File: src/boot_decode_defines.svh
// Purpose: constants for the boot mode and address decode block
// Assumes: byte addresses, 32-bit requester addresses
// Notes:   definitions only
`ifndef BOOT_DECODE_DEFINES_SVH
`define BOOT_DECODE_DEFINES_SVH

`define CPU_REG_BASE      32'h4001_0000
`define HOST_REG_BASE     32'h000D_0000
`define HOST_SPACE_BYTES  32'h0020_0000
`define HOST_ADDR_BITS    21
`define IRAM_MIRROR_BYTES 32'h000C_0000
`define HSP_UPPER_BYTES   32'h0000_D000
`define EXT_MEM_BYTES     32'h1000_0000
`define EXT_CS_COUNT      4
`define RESET_EXC_NUM     8'h01
`define RESET_PRIORITY    -3
`define SYS_EXC_LAST      8'h0F
`define IRQ_EXC_FIRST     8'h10

`endif

File: src/boot_decode_pkg.sv
// Purpose: types for the boot mode and address decode block
// Assumes: nothing
// Notes:   constants live in the defines header
package boot_decode_pkg;

    typedef enum logic [1:0]
    {
        BOOT_EXT_MEM   = 2'b00,
        BOOT_SER_FLASH = 2'b01,
        BOOT_EXT_HOST  = 2'b10,
        BOOT_IRAM      = 2'b11
    } boot_mode_e;

    // per-mode capabilities published to the rest of the chip
    typedef struct packed
    {
        logic host_if_enable;
        logic mirror_to_iram;
        logic mirror_reserved;
        logic debug_only;
    } boot_cfg_s;

    // reset cause sources, active high after inversion
    typedef struct packed
    {
        logic system_reset;
        logic power_on_reset;
        logic warm_reset;
        logic watchdog;
        logic core_reset_request_bit;
        logic software_reset_register;
    } reset_src_s;

endpackage : boot_decode_pkg

File: src/boot_mode_address_decode.sv
// Purpose: boot mode latch, mirror window map, register base translate
// Assumes: all inputs synchronous to i_mclk
// Notes:   requester offsets are relative to the peripheral register area
`include "boot_decode_defines.svh"

module boot_mode_address_decode
(
    // clock and reset
    input  wire logic                      i_mclk,
    input  wire logic                      i_rst_n,
    // boot straps
    input  wire logic                      i_boot_select_high,
    input  wire logic                      i_boot_select_low,
    // reset sources
    input  wire logic                      i_system_reset_n,
    input  wire logic                      i_power_on_reset_n,
    input  wire logic                      i_warm_reset_n,
    input  wire logic                      i_watchdog_reset,
    input  wire logic                      i_core_reset_request_bit,
    input  wire logic                      i_software_reset_register,
    // register offset translation
    input  wire logic [15:0]               i_cpu_offset,
    input  wire logic [15:0]               i_host_offset,
    input  wire logic [31:0]               i_host_addr,
    // interrupt line to exception number
    input  wire logic [7:0]                i_irq_line,
    // decoded outputs
    output boot_decode_pkg::boot_mode_e    o_boot_mode,
    output boot_decode_pkg::boot_cfg_s     o_boot_cfg,
    output logic [31:0]                    o_cpu_reg_addr,
    output logic [31:0]                    o_host_reg_addr,
    output logic                           o_host_addr_ok,
    output logic                           o_reset_exc,
    output logic [7:0]                     o_reset_exc_num,
    output logic [7:0]                     o_irq_exc_num
);

    // ************************************************************
    // boot mode latch
    // ************************************************************
    logic                         strap_armed_reg;
    boot_decode_pkg::boot_mode_e  mode_next;

    function automatic boot_decode_pkg::boot_cfg_s cfg_of
    (
        input boot_decode_pkg::boot_mode_e m
    );
        boot_decode_pkg::boot_cfg_s c;
        c.host_if_enable  = (m != boot_decode_pkg::BOOT_EXT_MEM);
        c.mirror_to_iram  = m[1];
        c.mirror_reserved = (m == boot_decode_pkg::BOOT_SER_FLASH);
        c.debug_only      = (m == boot_decode_pkg::BOOT_IRAM);
        return c;
    endfunction : cfg_of

    always_comb
    begin
        case ({i_boot_select_high, i_boot_select_low})
            2'b00:   mode_next = boot_decode_pkg::BOOT_EXT_MEM;
            2'b01:   mode_next = boot_decode_pkg::BOOT_SER_FLASH;
            2'b10:   mode_next = boot_decode_pkg::BOOT_EXT_HOST;
            2'b11:   mode_next = boot_decode_pkg::BOOT_IRAM;
            default: mode_next = boot_decode_pkg::BOOT_EXT_MEM;
        endcase
    end

    // straps caught on the first clock after release, then frozen
    always_ff @(posedge i_mclk)
    begin
        if (!i_rst_n)
        begin
            strap_armed_reg <= 1'b1;
            o_boot_mode     <= boot_decode_pkg::BOOT_EXT_MEM;
            o_boot_cfg      <= '0;
        end
        else if (strap_armed_reg)
        begin
            strap_armed_reg <= 1'b0;
            o_boot_mode     <= mode_next;
            o_boot_cfg      <= cfg_of(mode_next);
        end
    end

    // ************************************************************
    // register base translation
    // ************************************************************
    always_ff @(posedge i_mclk)
    begin
        if (!i_rst_n)
        begin
            o_cpu_reg_addr  <= 32'h0000_0000;
            o_host_reg_addr <= 32'h0000_0000;
            o_host_addr_ok  <= 1'b0;
        end
        else
        begin
            o_cpu_reg_addr  <= `CPU_REG_BASE + {16'h0000, i_cpu_offset};
            o_host_reg_addr <= `HOST_REG_BASE + {16'h0000, i_host_offset};
            // host window is only 2 Mbytes and only live when enabled
            o_host_addr_ok  <= o_boot_cfg.host_if_enable
                && (i_host_addr < `HOST_SPACE_BYTES);
        end
    end

    // ************************************************************
    // reset exception and numbering
    // ************************************************************
    boot_decode_pkg::reset_src_s src;

    always_comb
    begin
        src.system_reset            = !i_system_reset_n;
        src.power_on_reset          = !i_power_on_reset_n;
        src.warm_reset              = !i_warm_reset_n;
        src.watchdog                = i_watchdog_reset;
        src.core_reset_request_bit  = i_core_reset_request_bit;
        src.software_reset_register = i_software_reset_register;
    end

    always_ff @(posedge i_mclk)
    begin
        if (!i_rst_n)
        begin
            o_reset_exc     <= 1'b0;
            o_reset_exc_num <= 8'h00;
            o_irq_exc_num   <= 8'h10;
        end
        else
        begin
            o_reset_exc     <= |src;
            o_reset_exc_num <= (|src) ? `RESET_EXC_NUM : 8'h00;
            o_irq_exc_num   <= `IRQ_EXC_FIRST + i_irq_line;
        end
    end

    // ************************************************************
    // memory map facts
    // ************************************************************
    // one shared copy for the decoders around this block;
    // nothing here is decoded, the floorplan fixes these spans
    localparam logic [31:0] MIRROR_SPAN  = `IRAM_MIRROR_BYTES;
    localparam logic [31:0] FAST_UPPER   = `HSP_UPPER_BYTES;
    localparam logic [31:0] EXT_MEM_SPAN = `EXT_MEM_BYTES;
    localparam int          EXT_SELECTS  = `EXT_CS_COUNT;
    localparam int          RESET_PRIO   = `RESET_PRIORITY;
    localparam logic [7:0]  SYS_EXC_TOP  = `SYS_EXC_LAST;

    // ************************************************************
    // checks
    // ************************************************************
    a_mode_held_stable: assert property (
        @(posedge i_mclk) disable iff (!i_rst_n)
        !strap_armed_reg && !$past(strap_armed_reg)
            |-> $stable(o_boot_mode))
        else $error("boot mode changed after latch");

    a_host_off_extmem: assert property (
        @(posedge i_mclk) disable iff (!i_rst_n)
        o_boot_mode == boot_decode_pkg::BOOT_EXT_MEM |=> !o_host_addr_ok)
        else $error("host access granted in external memory boot");

    a_mirror_map_mode: assert property (
        @(posedge i_mclk) disable iff (!i_rst_n)
        !strap_armed_reg |-> o_boot_cfg.mirror_to_iram == o_boot_mode[1]
            && o_boot_cfg.mirror_reserved
               == (o_boot_mode == boot_decode_pkg::BOOT_SER_FLASH))
        else $error("mirror window map wrong for mode");

    a_cpu_base_add: assert property (
        @(posedge i_mclk) disable iff (!i_rst_n)
        1'b1 |=> o_cpu_reg_addr == 32'h4001_0000
            + {16'h0000, $past(i_cpu_offset)})
        else $error("cpu register address wrong");

    a_host_base_add: assert property (
        @(posedge i_mclk) disable iff (!i_rst_n)
        1'b1 |=> o_host_reg_addr == 32'h000D_0000
            + {16'h0000, $past(i_host_offset)})
        else $error("host register address wrong");

    a_host_space_limit: assert property (
        @(posedge i_mclk) disable iff (!i_rst_n)
        i_host_addr >= 32'h0020_0000 |=> !o_host_addr_ok)
        else $error("host address beyond 2 Mbytes accepted");

    a_reset_exc_raise: assert property (
        @(posedge i_mclk) disable iff (!i_rst_n)
        (!i_warm_reset_n || i_watchdog_reset || i_software_reset_register)
            |=> o_reset_exc && o_reset_exc_num == 8'h01)
        else $error("reset exception not raised");

    a_irq_numbering: assert property (
        @(posedge i_mclk) disable iff (!i_rst_n)
        ##1 o_irq_exc_num >= 8'h10)
        else $error("interrupt numbered in system range");

    a_strap_capture: assert property (
        @(posedge i_mclk) disable iff (!i_rst_n)
        strap_armed_reg |=> o_boot_mode
            == $past({i_boot_select_high, i_boot_select_low}))
        else $error("boot mode not taken from straps at release");

    a_host_if_mode: assert property (
        @(posedge i_mclk) disable iff (!i_rst_n)
        !strap_armed_reg |-> o_boot_cfg.host_if_enable
            == (o_boot_mode != boot_decode_pkg::BOOT_EXT_MEM))
        else $error("host interface enable wrong for mode");

    a_reset_pin_raise: assert property (
        @(posedge i_mclk) disable iff (!i_rst_n)
        (!i_system_reset_n || !i_power_on_reset_n
            || i_core_reset_request_bit)
            |=> o_reset_exc && o_reset_exc_num == 8'h01)
        else $error("reset exception not raised by pin or core");

    a_reset_exc_drop: assert property (
        @(posedge i_mclk) disable iff (!i_rst_n)
        (i_system_reset_n && i_power_on_reset_n && i_warm_reset_n
            && !i_watchdog_reset && !i_core_reset_request_bit
            && !i_software_reset_register)
            |=> !o_reset_exc && o_reset_exc_num == 8'h00)
        else $error("reset exception raised with no source");

endmodule : boot_mode_address_decode

File: config.mk
export PLATFORM = sky130hd
export DESIGN_NAME = boot_mode_address_decode
export DESIGN_NICKNAME = d
export VERILOG_FILES = /design/src/boot_decode_pkg.sv /design/src/boot_mode_address_decode.sv
export VERILOG_INCLUDE_DIRS = /design/src
export SDC_FILE = /design/constraint.sdc
export NUM_CORES = 1
export LEC_CHECK = 0
export BUFFER_PORTS_ARGS = -buffer_cell sky130_fd_sc_hd__buf_2
export CORE_MARGIN = 2
export CORE_UTILIZATION = 38
export CTS_CLUSTER_SIZE = 25
export DETAILED_ROUTE_END_ITERATION = 6
export PLACE_DENSITY = 0.84
export SLEW_MARGIN = 20
export SYNTH_ARGS = -nofsm -noshare
export SYNTH_HDL_FRONTEND = slang
export SYNTH_SLANG_ARGS = --single-unit
File: constraint.sdc
create_clock -name i_mclk -period 1.9 [get_ports i_mclk]
set_clock_uncertainty 0.05 [all_clocks]
set_input_delay 0.285 -clock i_mclk [delete_from_list [all_inputs] [get_ports i_mclk]]
set_output_delay 0.285 -clock i_mclk [all_outputs]
set_load 0.02 [all_outputs]
# [Word-level counts from Yosys, hierarchy flattened]
# Index checks and enable logic that the tools add are counted.
[totals] register_bits=89 input_bits=82 output_inout_bits=88 word_cells=31
[classes] add_sub_neg=3 n_lt_le_gt_ge=1 n_eq_ne=5 mux=3 n_reduce_logical=7
[ops] operator="adder 31 x 16 -> 32 bit, first input constant" n=1
[ops] operator="less-than comparator 32 x 22 -> 1 bit, second input constant" n=1
[ops] operator="adder 20 x 16 -> 21 bit, first input constant" n=1
[ops] operator="adder 5 x 8 -> 8 bit, first input constant" n=1
[ops] operator="case mux 2 bit (4 select lines)" n=1
[ops] operator="equality test 2 bit, second input constant" n=3
[ops] operator="OR reduction 6 bit" n=1
[ops] operator="equality test 2 x 1 -> 1 bit, second input constant" n=2
[ops] operator="zero test 1 bit" n=3
[ops] operator="zero test 2 bit" n=1
[ops] operator="two-way mux 1 bit" n=2
[ops] operator="nonzero test 2 bit" n=1
[ops] operator="logical AND 1 bit" n=1

# [Depth between registers and ports, before layout]
# Gate-level depths: netlist of the first run.
[logic_depth] word_depth=3 depth_mapped=3 ltp_nobuf=3

# [Worst setup path after synthesis of the first run]
# OpenSTA, ideal clock, no wires.
[synth_timing] kind="reg2out" startpoint="reg, netlist name o_cpu_reg_addr[16]" endpoint="out o_cpu_reg_addr[30]" arrival_time_ns=0.661 t_required_ns=1.565 path_slack_ns=0.904 path_stages_with_launch=2 path_buffers=1 cell_sequence="dfxtp_1 buf_4"
[synth_rtl] item="end, declared" line="boot_mode_address_decode.sv:30" rtl="output logic [31:0] o_cpu_reg_addr,"

# [Final worst setup path of the first run]
[layout_timing] startpoint="reg o_boot_cfg[3] in the netlist's numbering" endpoint="out o_boot_cfg[3] in the netlist's numbering"
[layout_rtl] item="start, declared" line="boot_mode_address_decode.sv:29" rtl="output boot_decode_pkg::boot_cfg_s o_boot_cfg,"
[layout_rtl] item="start signal, assigned" line="boot_mode_address_decode.sv:80" rtl="o_boot_cfg <= cfg_of(mode_next);"
# No word-level cell between the ends.

==> out/results.txt, run 1 <==
DRT Pass-1 Iters: 3
Buffers on Ports: 114
Skew-Pair Late Insertion Delay: 0.28 ns
Total power: 2.001 mW
Routability cong.: 0.7020
Worst IR drop on VDD: 0.2656 mV
CTS sink count: 49
R2r endpoint: o_host_addr_ok
Area grow syn2layout: 30.97%
Biggest register: o_cpu_reg_addr
Die area: 0.005117 mm²
Final setup viols: 0
Cell Rows: 24
DR iter-0 viols: 29
Largest net degree at the start of global routing: 22
Sequential share of the synthesized area: 0.5661
R2R depth: 2
Deepest clock path buffer count: 2
Cell taking the most area after synthesis: dfxtp_1
WL final: 3491 µm
Total negative slack: 0 ns
Die X: 71.53 µm
Max-cap viol count: 0
Worst Setup EP: o_boot_cfg[3]
Smallest hold slack: 0.1386 ns
Hold Crit Class: in -> reg
Syn_area_per_cell: 10.76 µm²
First-pass GRT wire length: 5002 µm
Setup slack at placement: 0.7276 ns
Minimum clock period: 1.200 ns
Crit path max-delay family: flip-flops
Hold buffer count at CTS: 0
Clock buffer count from CTS: 5
Fin. Hold Viols: 0
CP Data Required Time: 1.56 ns
Post-Synthesis Cells: 161
Post-cts sizing count: 0
Max reg flops: 17
Ys Warns: 0
Clock Pin Slew Worst Setup and Hold Paths: 0.08 ns
Residual DRC count: 0
CP Class: reg -> out
Max Freq: 0.8333 GHz
Netlist Area Pre-Place: 0.001733 mm²
Antenna violations before repair: 0
CP Max Fanout: 3
CTS tree: built
Final Max Slew Viols: 0
Status: finished, final reports clean
Share of the synthesized area in the top cell type: 0.5661
Antenna diodes: 0
Root buffer cell: clkbuf_8
Overflow after GRT: 0
Crit path buf inv count: 1
GRT Overall Usage: 0.1286
Final WS setup: 0.7000 ns
DR vias: 1303
Cells taking the most area after synthesis: dfxtp_1 (57%), buf_4 (17%), and2_1 (13%)
Max stage delay on crit path: 0.39 ns
Fin crit share: 0.6316
Setup Fix Bufs, Post-CTS: 0
Final std cells w/o fill: 325
NumNets Final: 355
Arrival time worst endpoint: 0.87 ns
Critical Path Stages: 1
CORE AREA: 0.004384 mm²
RSZ-0062 raised after global routing: false
Critical Path, Cell by Cell: buf_2
I/O pin total: 170
Initial core utilization: 0.3953
Placed cells: 317
Wire per inst: 10.74 µm
Yosys cell types: 23
Htree depth: 2
R2R Setup Slk: 0.85 ns
CP max stage cell: dfxtp_1
Largest regs: o_cpu_reg_addr: 17 flops, o_host_reg_addr: 16 flops, o_irq_exc_num: 8 flops
Drt via density: 4.009
Crit path launch type: flop
Crit. Startpoint: o_boot_cfg[3]
CP Capture Type: primary output
Yosys reg bits: 49
Fraction of layout cells with a size suffix above 1: 0.4542
Leakage: 1.227 nW
Dpl hpwl: 2859 µm
ANT nets after route: 0
Die Ht: 71.53 µm
Reg-to-Reg Start: o_boot_cfg[3]
PwrDens: 881.8 mW/mm²
Vias in the first global route: 1098
-- cell type report --
class,count,area (µm²)
Clock buffer,6,72.57
Clock inverter,2,15.01
Fill cell,407,2115
Timing Repair Buffer,116,585.6
Sequential cell,49,980.9
Multi-Input combinational cell,99,546.8
Tap cell,52,65.06
Inverter,1,3.754
-- worst min path at each step --
| stage | slack, ns | endpoint | from | depth (start not counted) |
|---|---|---|---|---|
| global placement | 0.41 | o_boot_cfg[1] | o_boot_cfg[1] | 2 |
| detailed placement | 0.42 | o_boot_cfg[1] | o_boot_cfg[1] | 2 |
| floorplan | 0.26 | o_cpu_reg_addr[16] | i_rst_n | 0 |
| finish | 0.14 | o_reset_exc | i_warm_reset_n | 2 |
| global route | 0.12 | o_irq_exc_num[4] | i_irq_line[4] | 2 |
| CTS | 0.13 | o_irq_exc_num[4] | i_irq_line[4] | 2 |
-- stage by stage --
step / cell area [µm²] / utilization
after CTS: 2270 / 0.5177
after detailed placement: 2182 / 0.4977
after global routing: 2270 / 0.5177
after floorplan: 1857 / -
final: 2270 / 0.5177
after global placement: 2182 / 0.4977
-- synthesized netlist by cell type, drive strengths merged --
cell type / count
o21ai: 1
nand2: 2
clkbuf: 3
a21oi: 3
dfxtp: 49
or2b: 1
conb: 1
and2: 37
nor3: 1
mux2i: 3
inv: 1
xnor2: 1
ha: 1
a31oi: 1
nand3b: 1
nand3: 2
and4: 1
nor4b: 3
nand2b: 2
nor2: 5
buf: 42
-- routing by layer --
metal / track usage / share of wire
met1: 0.1281 / 0.38
met2: 0.2325 / 0.48
met3: 0.05767 / 0.13
met4: 0.05031 / 0.0069
met5: 0 / 0
-- cell usage in the layout, fill, tap and decap left out, drive strengths merged, types with 2 or more instances in the layout --
cell type / synthesis / routed
buf: 42 / 116
dfxtp: 49 / 49
and2: 37 / 37
conb: 1 / 34
clkbuf: 3 / 6
nor2: 5 / 5
mux2i: 3 / 3
a21oi: 3 / 3
nor4b: 3 / 3
nand2: 2 / 2
nand2b: 2 / 2
nand3: 2 / 2
clkinvlp: 0 / 2
-- power by group --
| group | internal (mW) | total, mW | switching (mW) |
|---|---|---|---|
| logic | 0.118 | 0.325 | 0.206 |
| registers | 1.08 | 1.10 | 0.0174 |
| clock network | 0.259 | 0.578 | 0.318 |
-- kinds of logic after synthesis --
family | after synthesis | synth area share
and+or+nand+nor | 55 | 0.1971
DFF | 49 | 0.5661
buffers and inverters | 46 | 0.1899
AOI/OAI and AO/OA | 5 | 0.01516
muxes | 3 | 0.01733
adders and majority gates | 1 | 0.007219
other | 1 | 0.002164
xor gates and xnor gates | 1 | 0.005055
Note: power is estimated with default switching activity, not from simulation.
==> run 2: changes to the inputs <==
--- a/config.mk
+++ b/config.mk
@@ -8,10 +8,10 @@
 export LEC_CHECK = 0
 export BUFFER_PORTS_ARGS = -buffer_cell sky130_fd_sc_hd__buf_2
 export CORE_MARGIN = 2
-export CORE_UTILIZATION = 38
+export CORE_UTILIZATION = 32
 export CTS_CLUSTER_SIZE = 25
 export DETAILED_ROUTE_END_ITERATION = 6
-export PLACE_DENSITY = 0.84
+export PLACE_DENSITY = 0.75
 export SLEW_MARGIN = 20
 export SYNTH_ARGS = -nofsm -noshare
 export SYNTH_HDL_FRONTEND = slang
==> constraint.sdc (replaced) <==
create_clock -name i_mclk -period 1 [get_ports i_mclk]
set_clock_uncertainty 0.05 [all_clocks]
set_input_delay 0.15 -clock i_mclk [delete_from_list [all_inputs] [get_ports i_mclk]]
set_output_delay 0.15 -clock i_mclk [all_outputs]
set_load 0.02 [all_outputs]
==> run 2 against run 1 <==
Net effect:
- the flow now finishes with violations (setup timing)
- die area grew 18%
- non-clock buffer count rose by 18
- first-iteration DRC count is 41% lower
- total power increased by 110%
- clock power increased by 150%
- critical path type unchanged
- largest cell class unchanged
- largest power group unchanged
- highest routed layer unchanged
==> out/results.txt, run 2 (synthesized netlist as in run 1, its figures left out) <==
Status: complete, but fails checks
Failing checks: setup timing
Buffers on Ports: 114 (unchanged)
Fin. Hold Viols: 0 (unchanged)
Antenna violations before repair: 0 (unchanged)
Arrival time worst endpoint: 0.81 ns (-0.06 ns)
Fraction of layout cells with a size suffix above 1: 0.4708 (+0.01658)
ANT nets after route: 0 (unchanged)
Fillers: 470 (+15%)
Routability cong.: 0.7082 (+0.88%)
Area grow syn2layout: 50.61%
CTS tree: built
R2r endpoint: o_boot_mode[1]
DRT Pass-1 Iters: 4 (+1)
Deepest clock path buffer count: 2 (unchanged)
Crit path max-delay family: flip-flops
Hold Crit Class: in -> reg
CORE AREA: 0.005172 mm² (+18%)
Htree depth: 2 (unchanged)
Residual DRC count: 0 (unchanged)
GRT Overall Usage: 0.1186 (-0.009961)
Max stage delay on crit path: 0.37 ns (-0.02 ns)
Crit path buf inv count: 1 (unchanged)
Critical Path, Cell by Cell: buf_4
Die area: 0.006020 mm² (+18%)
Dpl hpwl: 2838 µm (-0.72%)
Crit path launch type: flop
I/O pin total: 170 (unchanged)
Leakage: 1.346 nW (+9.6%)
Clock buffer count from CTS: 5 (unchanged)
Fin crit share: 1.011
NumNets Final: 373 (+5.1%)
CP Capture Type: primary output
Largest net degree at the start of global routing: 27 (+23%)
Final Max Slew Viols: 0 (unchanged)
Crit. Startpoint: o_cpu_reg_addr[16]
Clock network fraction of total power: 0.336 (+0.047)
CP Data Required Time: 0.80 ns (-0.76 ns)
Critical Path Stages: 1 (unchanged)
Antenna diodes: 0 (unchanged)
Skew-Pair Late Insertion Delay: 0.29 ns (about the same)
Wire per inst: 10.79 µm (+0.45%)
Die X: 77.59 µm (+8.5%)
R2R depth: 2 (unchanged)
CP Class: reg -> out
Seq pwr share: 0.495 (-0.054)
Drt via density: 3.898 (-2.8%)
Smallest hold slack: 0.01172 ns (-0.1269 ns)
Logic pwr share: 0.169 (+0.007)
Final setup viols: 5 (+5)
Minimum clock period: 1.011 ns
CP Max Fanout: 5 (+2)
PwrDens: 1623 mW/mm² (+84%)
R2R Setup Slk: 0.08 ns (-0.77 ns)
NetSw: 1.055 mW (+95%)
Vias in the first global route: 1225 (+12%)
DR vias: 1407 (+8.0%)
Total power: 4.235 mW (+110%)
Worst Setup EP: o_host_reg_addr[19]
Worst IR drop on VDD: 0.7202 mV (+170%)
Internal power: 3.181 mW (+120%)
Biggest register: o_cpu_reg_addr
Overflow after GRT: 0 (unchanged)
DR iter-0 viols: 17 (-41%)
Reg-to-Reg Start: strap_armed_reg
Cell Rows: 26 (+8.3%)
First-pass GRT wire length: 5547 µm (+11%)
Final WS setup: -0.01082 ns (-0.7108 ns)
RSZ-0062 raised after global routing: true
CP max stage cell: dfxtp_4
CTS sink count: 49 (unchanged)
Clock Pin Slew Worst Setup and Hold Paths: 0.08 ns (about the same)
Max reg flops: 17 (unchanged)
Initial core utilization: 0.3350 (-0.06024)
Max-cap viol count: 0 (unchanged)
Most frequent cells in the layout: buf_2 (83), dfxtp_1 (39), and2_1 (37)
WL final: 3895 µm (+12%)
Die Ht: 77.59 µm (+8.5%)
Max Freq: 0.9893 GHz
Commonest non-fill, non-tap cell in the layout: buf_2
Sw frac: 0.2490 (-0.02184)
Largest regs: o_cpu_reg_addr: 17 flops, o_host_reg_addr: 16 flops, o_irq_exc_num: 8 flops
Root buffer cell: clkbuf_8
## run 2: changes by cell type in the layout (fill, tap and decap cells not counted), sizes merged
cell         delta
dlygate4sd3    +16
buf             +2
bufinv          +1
clkinvlp        -1
## run 2: how the worst min path moves through the flow
stage	slack, ns	cells past startpoint	startpoint	endpoint
floorplan	0.13	0	i_rst_n	o_cpu_reg_addr[16]
global placement	0.29	2	i_warm_reset_n	o_reset_exc
detailed placement	0.30	2	i_warm_reset_n	o_reset_exc
CTS	0.0005	2	i_cpu_offset[2]	o_cpu_reg_addr[2]
global route	0.0007	2	i_host_offset[5]	o_host_reg_addr[5]
finish	0.01	2	i_host_offset[4]	o_host_reg_addr[4]
## run 2: what timing repair did
action	CTS	global route
gates resized for setup	18	29
buffers inserted	0	2
hold endpoints to repair	10	5
setup endpoints to repair	12	30
cloned	0	0
hold buffers	11	5
## run 2: stage by stage
stage | std cells | setup TNS (ns) | setup slack (ns) | utilization | area [µm²]
floorplan | 194 | 0 | 0.05219 | - | 1857
global placement | 335 | 0 | 0.02331 | 0.4262 | 2205
detailed placement | 335 | 0 | 0.01916 | 0.4262 | 2205
CTS | 354 | -0.1328 | -0.02706 | 0.4787 | 2476
global route | 361 | -0.2836 | -0.05129 | 0.5046 | 2610
finish | 361 | -0.05056 | -0.01082 | 0.5046 | 2610
## run 2: layout make-up
type / count / area [µm²] / area share
clock inverter: 2 / 37.54 / 0.01438
sequential: 49 / 998.5 / 0.3826
tap: 70 / 87.58 / 0.03356
inverter: 1 / 3.754 / 0.001438
multi-input combinational: 99 / 546.8 / 0.2095
clock buffer: 6 / 82.58 / 0.03164
timing repair buffer: 134 / 853.3 / 0.3269
## run 2: power by group through the flow
stage,combinational (mW),clock [mW],sequential [mW]
finish,0.715,1.42,2.10
floorplan,0.355,0,2.27
global route,0.765,1.57,2.11
CTS,0.668,1.48,2.09
global placement,0.613,0,2.13
detailed placement,0.619,0,2.14
## run 2: per-layer routing
layer	up-vias	global-route usage	wire length [µm]
met1	612	0.1172	1368
met5	-	0	0
met2	105	0.2155	1990
met4	0	0.05893	87
met3	7	0.04419	448
li1	683	-	-
==> run 3: changes to the inputs <==
==> constraint.sdc (replaced) <==
create_clock -name i_mclk -period 1 [get_ports i_mclk]
set_clock_uncertainty 0.05 [all_clocks]
set_input_delay 0.2 -clock i_mclk [delete_from_list [all_inputs] [get_ports i_mclk]]
set_output_delay 0.2 -clock i_mclk [all_outputs]
set_load 0.02 [all_outputs]
==> run 3 against run 2 <==
Net effect:
- the run still ends with setup timing left
- first-iteration DRC count up 35%
- sequential cell count stayed put
- clock power barely moved
- sequential share of layout area increased by 0.086 points
- worst hold slack better by 0.017 ns
- maximum frequency down 5.6%
- count of clock-buffer cells in the layout unchanged
- via count decreased by 3.3%
==> out/results.txt, run 3 (synthesized netlist as in run 1, its figures left out) <==
Antenna diodes: 0 (unchanged)
Residual DRC count: 0 (unchanged)
Final setup viols: 12 (+7)
GRT Overall Usage: 0.1350 (+0.01641)
CTS tree: built
Critical Path Stages: 1 (unchanged)
Fraction of layout cells with a size suffix above 1: 0.6436 (+0.1728)
WL final: 4289 µm (+10%)
Crit path max-delay family: flip-flops
Die X: 77.59 µm (unchanged)
PwrDens: 1586 mW/mm² (-2.2%)
Initial core utilization: 0.3350 (unchanged)
CP Capture Type: primary output
Drt via density: 3.942 (+1.1%)
Placed cells: 335 (unchanged)
CP Max Fanout: 5 (unchanged)
Final core occ: 0.5281 (+0.02346)
Leakage: 1.342 nW (-0.29%)
Max Freq: 0.9334 GHz (-5.6%)
Deepest clock path buffer count: 2 (unchanged)
Final std cells w/o fill: 345 (-4.4%)
Dpl hpwl: 2821 µm (-0.61%)
Overflow after GRT: 0 (unchanged)
Cell Rows: 26 (unchanged)
Arrival time worst endpoint: 0.82 ns (about the same)
Post-layout instance area: 0.002731 mm² (+4.7%)
CP max stage cell: dfxtp_4
NumNets Final: 357 (-4.3%)
Hold Crit Class: in -> reg
Vias in the first global route: 1267 (+3.4%)
DRT Pass-1 Iters: 3 (-1)
Clock buffer count from CTS: 5 (unchanged)
Footprint of the multi-input gates: 553.0 µm² (+1.1%)
Critical Path, Cell by Cell: buf_4
Fin. Hold Viols: 0 (unchanged)
Status: complete, but fails checks
Most frequent cells in the layout: buf_2 (60), buf_6 (49), dfxtp_2 (47)
Routability cong.: 0.7236 (+2.2%)
Die area: 0.006020 mm² (unchanged)
Crit path launch type: flop
Hold depth: 2 (unchanged)
ANT nets after route: 0 (unchanged)
Die Ht: 77.59 µm (unchanged)
Max-cap viol count: 0 (unchanged)
Largest net degree at the start of global routing: 26 (-3.7%)
Htree depth: 2 (unchanged)
R2R depth: 3 (+1)
Minimum clock period: 1.071 ns (+0.06050 ns)
Antenna violations before repair: 0 (unchanged)
Final Max Slew Viols: 0 (unchanged)
Worst IR drop on VDD: 0.6765 mV (-6.1%)
Max stage delay on crit path: 0.37 ns (about the same)
CTS sink count: 49 (unchanged)
Root buffer cell: clkbuf_8
Clock Pin Slew Worst Setup and Hold Paths: 0.08 ns (about the same)
DR vias: 1360 (-3.3%)
CORE AREA: 0.005172 mm² (unchanged)
Area grow syn2layout: 57.62%
Failing checks: setup timing
I/O pin total: 170 (unchanged)
Max reg flops: 17 (unchanged)
DR iter-0 viols: 23 (+6)
Fin crit share: 1.071 (+0.06050)
Buffers on Ports: 114 (unchanged)
First-pass GRT wire length: 6251 µm (+13%)
RSZ-0062 raised after global routing: true
Crit path buf inv count: 1 (unchanged)
Total power: 4.333 mW (+2.3%)
Wire per inst: 12.43 µm (+15%)
Biggest register: o_cpu_reg_addr
CP Data Required Time: 0.75 ns (-0.05 ns)
CP Class: reg -> out
Commonest non-fill, non-tap cell in the layout: buf_2
Skew-Pair Late Insertion Delay: 0.29 ns (about the same)
Register Area: 0.001047 mm² (+4.9%)
Final WS setup: -0.07133 ns (-0.06050 ns)
DP Area: 0.002205 mm² (unchanged)
Fillers: 439 (-6.6%)
Largest regs: o_cpu_reg_addr: 17 flops, o_host_reg_addr: 16 flops, o_irq_exc_num: 8 flops
==> run 3: layer usage <==
metal / track usage / wire, µm / vias up
met1: 0.1257 / 1437 / 599
met5: 0 / 0 / -
met3: 0.05000 / 500 / 7
li1: - / - / 651
met4: 0.05893 / 81 / 0
met2: 0.2586 / 2269 / 103
==> run 3: power breakdown <==
group / internal (mW) / switching [mW] / total (mW)
sequential: 2.07 / 0.0615 / 2.14
combinational: 0.360 / 0.409 / 0.769
clock: 0.813 / 0.615 / 1.43
==> run 3: final timing paths <==
| path | start | end | slack (ns) |
|---|---|---|---|
| worst max-delay path | o_cpu_reg_addr[16] | o_host_reg_addr[19] | -0.07 |
| worst min-delay path | i_warm_reset_n | o_reset_exc | 0.03 |
| worst max register to register | o_boot_cfg[3] | o_host_addr_ok | 0.07 |
| worst min register to register | o_boot_cfg[0] | o_boot_cfg[0] | 0.43 |
==> run 3: cell type report <==
cell class	instances	area share
Sequential cell	49	0.3834
Timing Repair Buffer	118	0.3367
Multi-Input combinational cell	99	0.2025
Tap cell	70	0.03207
Clock buffer	6	0.03023
Clock inverter	2	0.01374
Inverter	1	0.001374
==> run 3: through the flow <==
stage          worst slack [ns]  hold WS, ns  setup TNS [ns]
6_report               -0.07133      0.02838         -0.4305
5_1_grt                 -0.1041      0.01289          -1.541
4_1_cts                -0.07750      0.02305         -0.5477
3_5_place_dp           -0.03352       0.3456        -0.03943
3_3_place_gp           -0.02849       0.3444        -0.02849
2_1_floorplan           0.05219       0.1777               0
==> run 3: repair_timing <==
item | CTS | global route
endpoints found under the hold margin | 0 | 0
pin swaps | 0 | 0
gates cloned | 0 | 0
hold buffers | 0 | 0
resized for setup | 121 | 34
buffers inserted | 2 | 0
setup endpoints to repair | 54 | 56
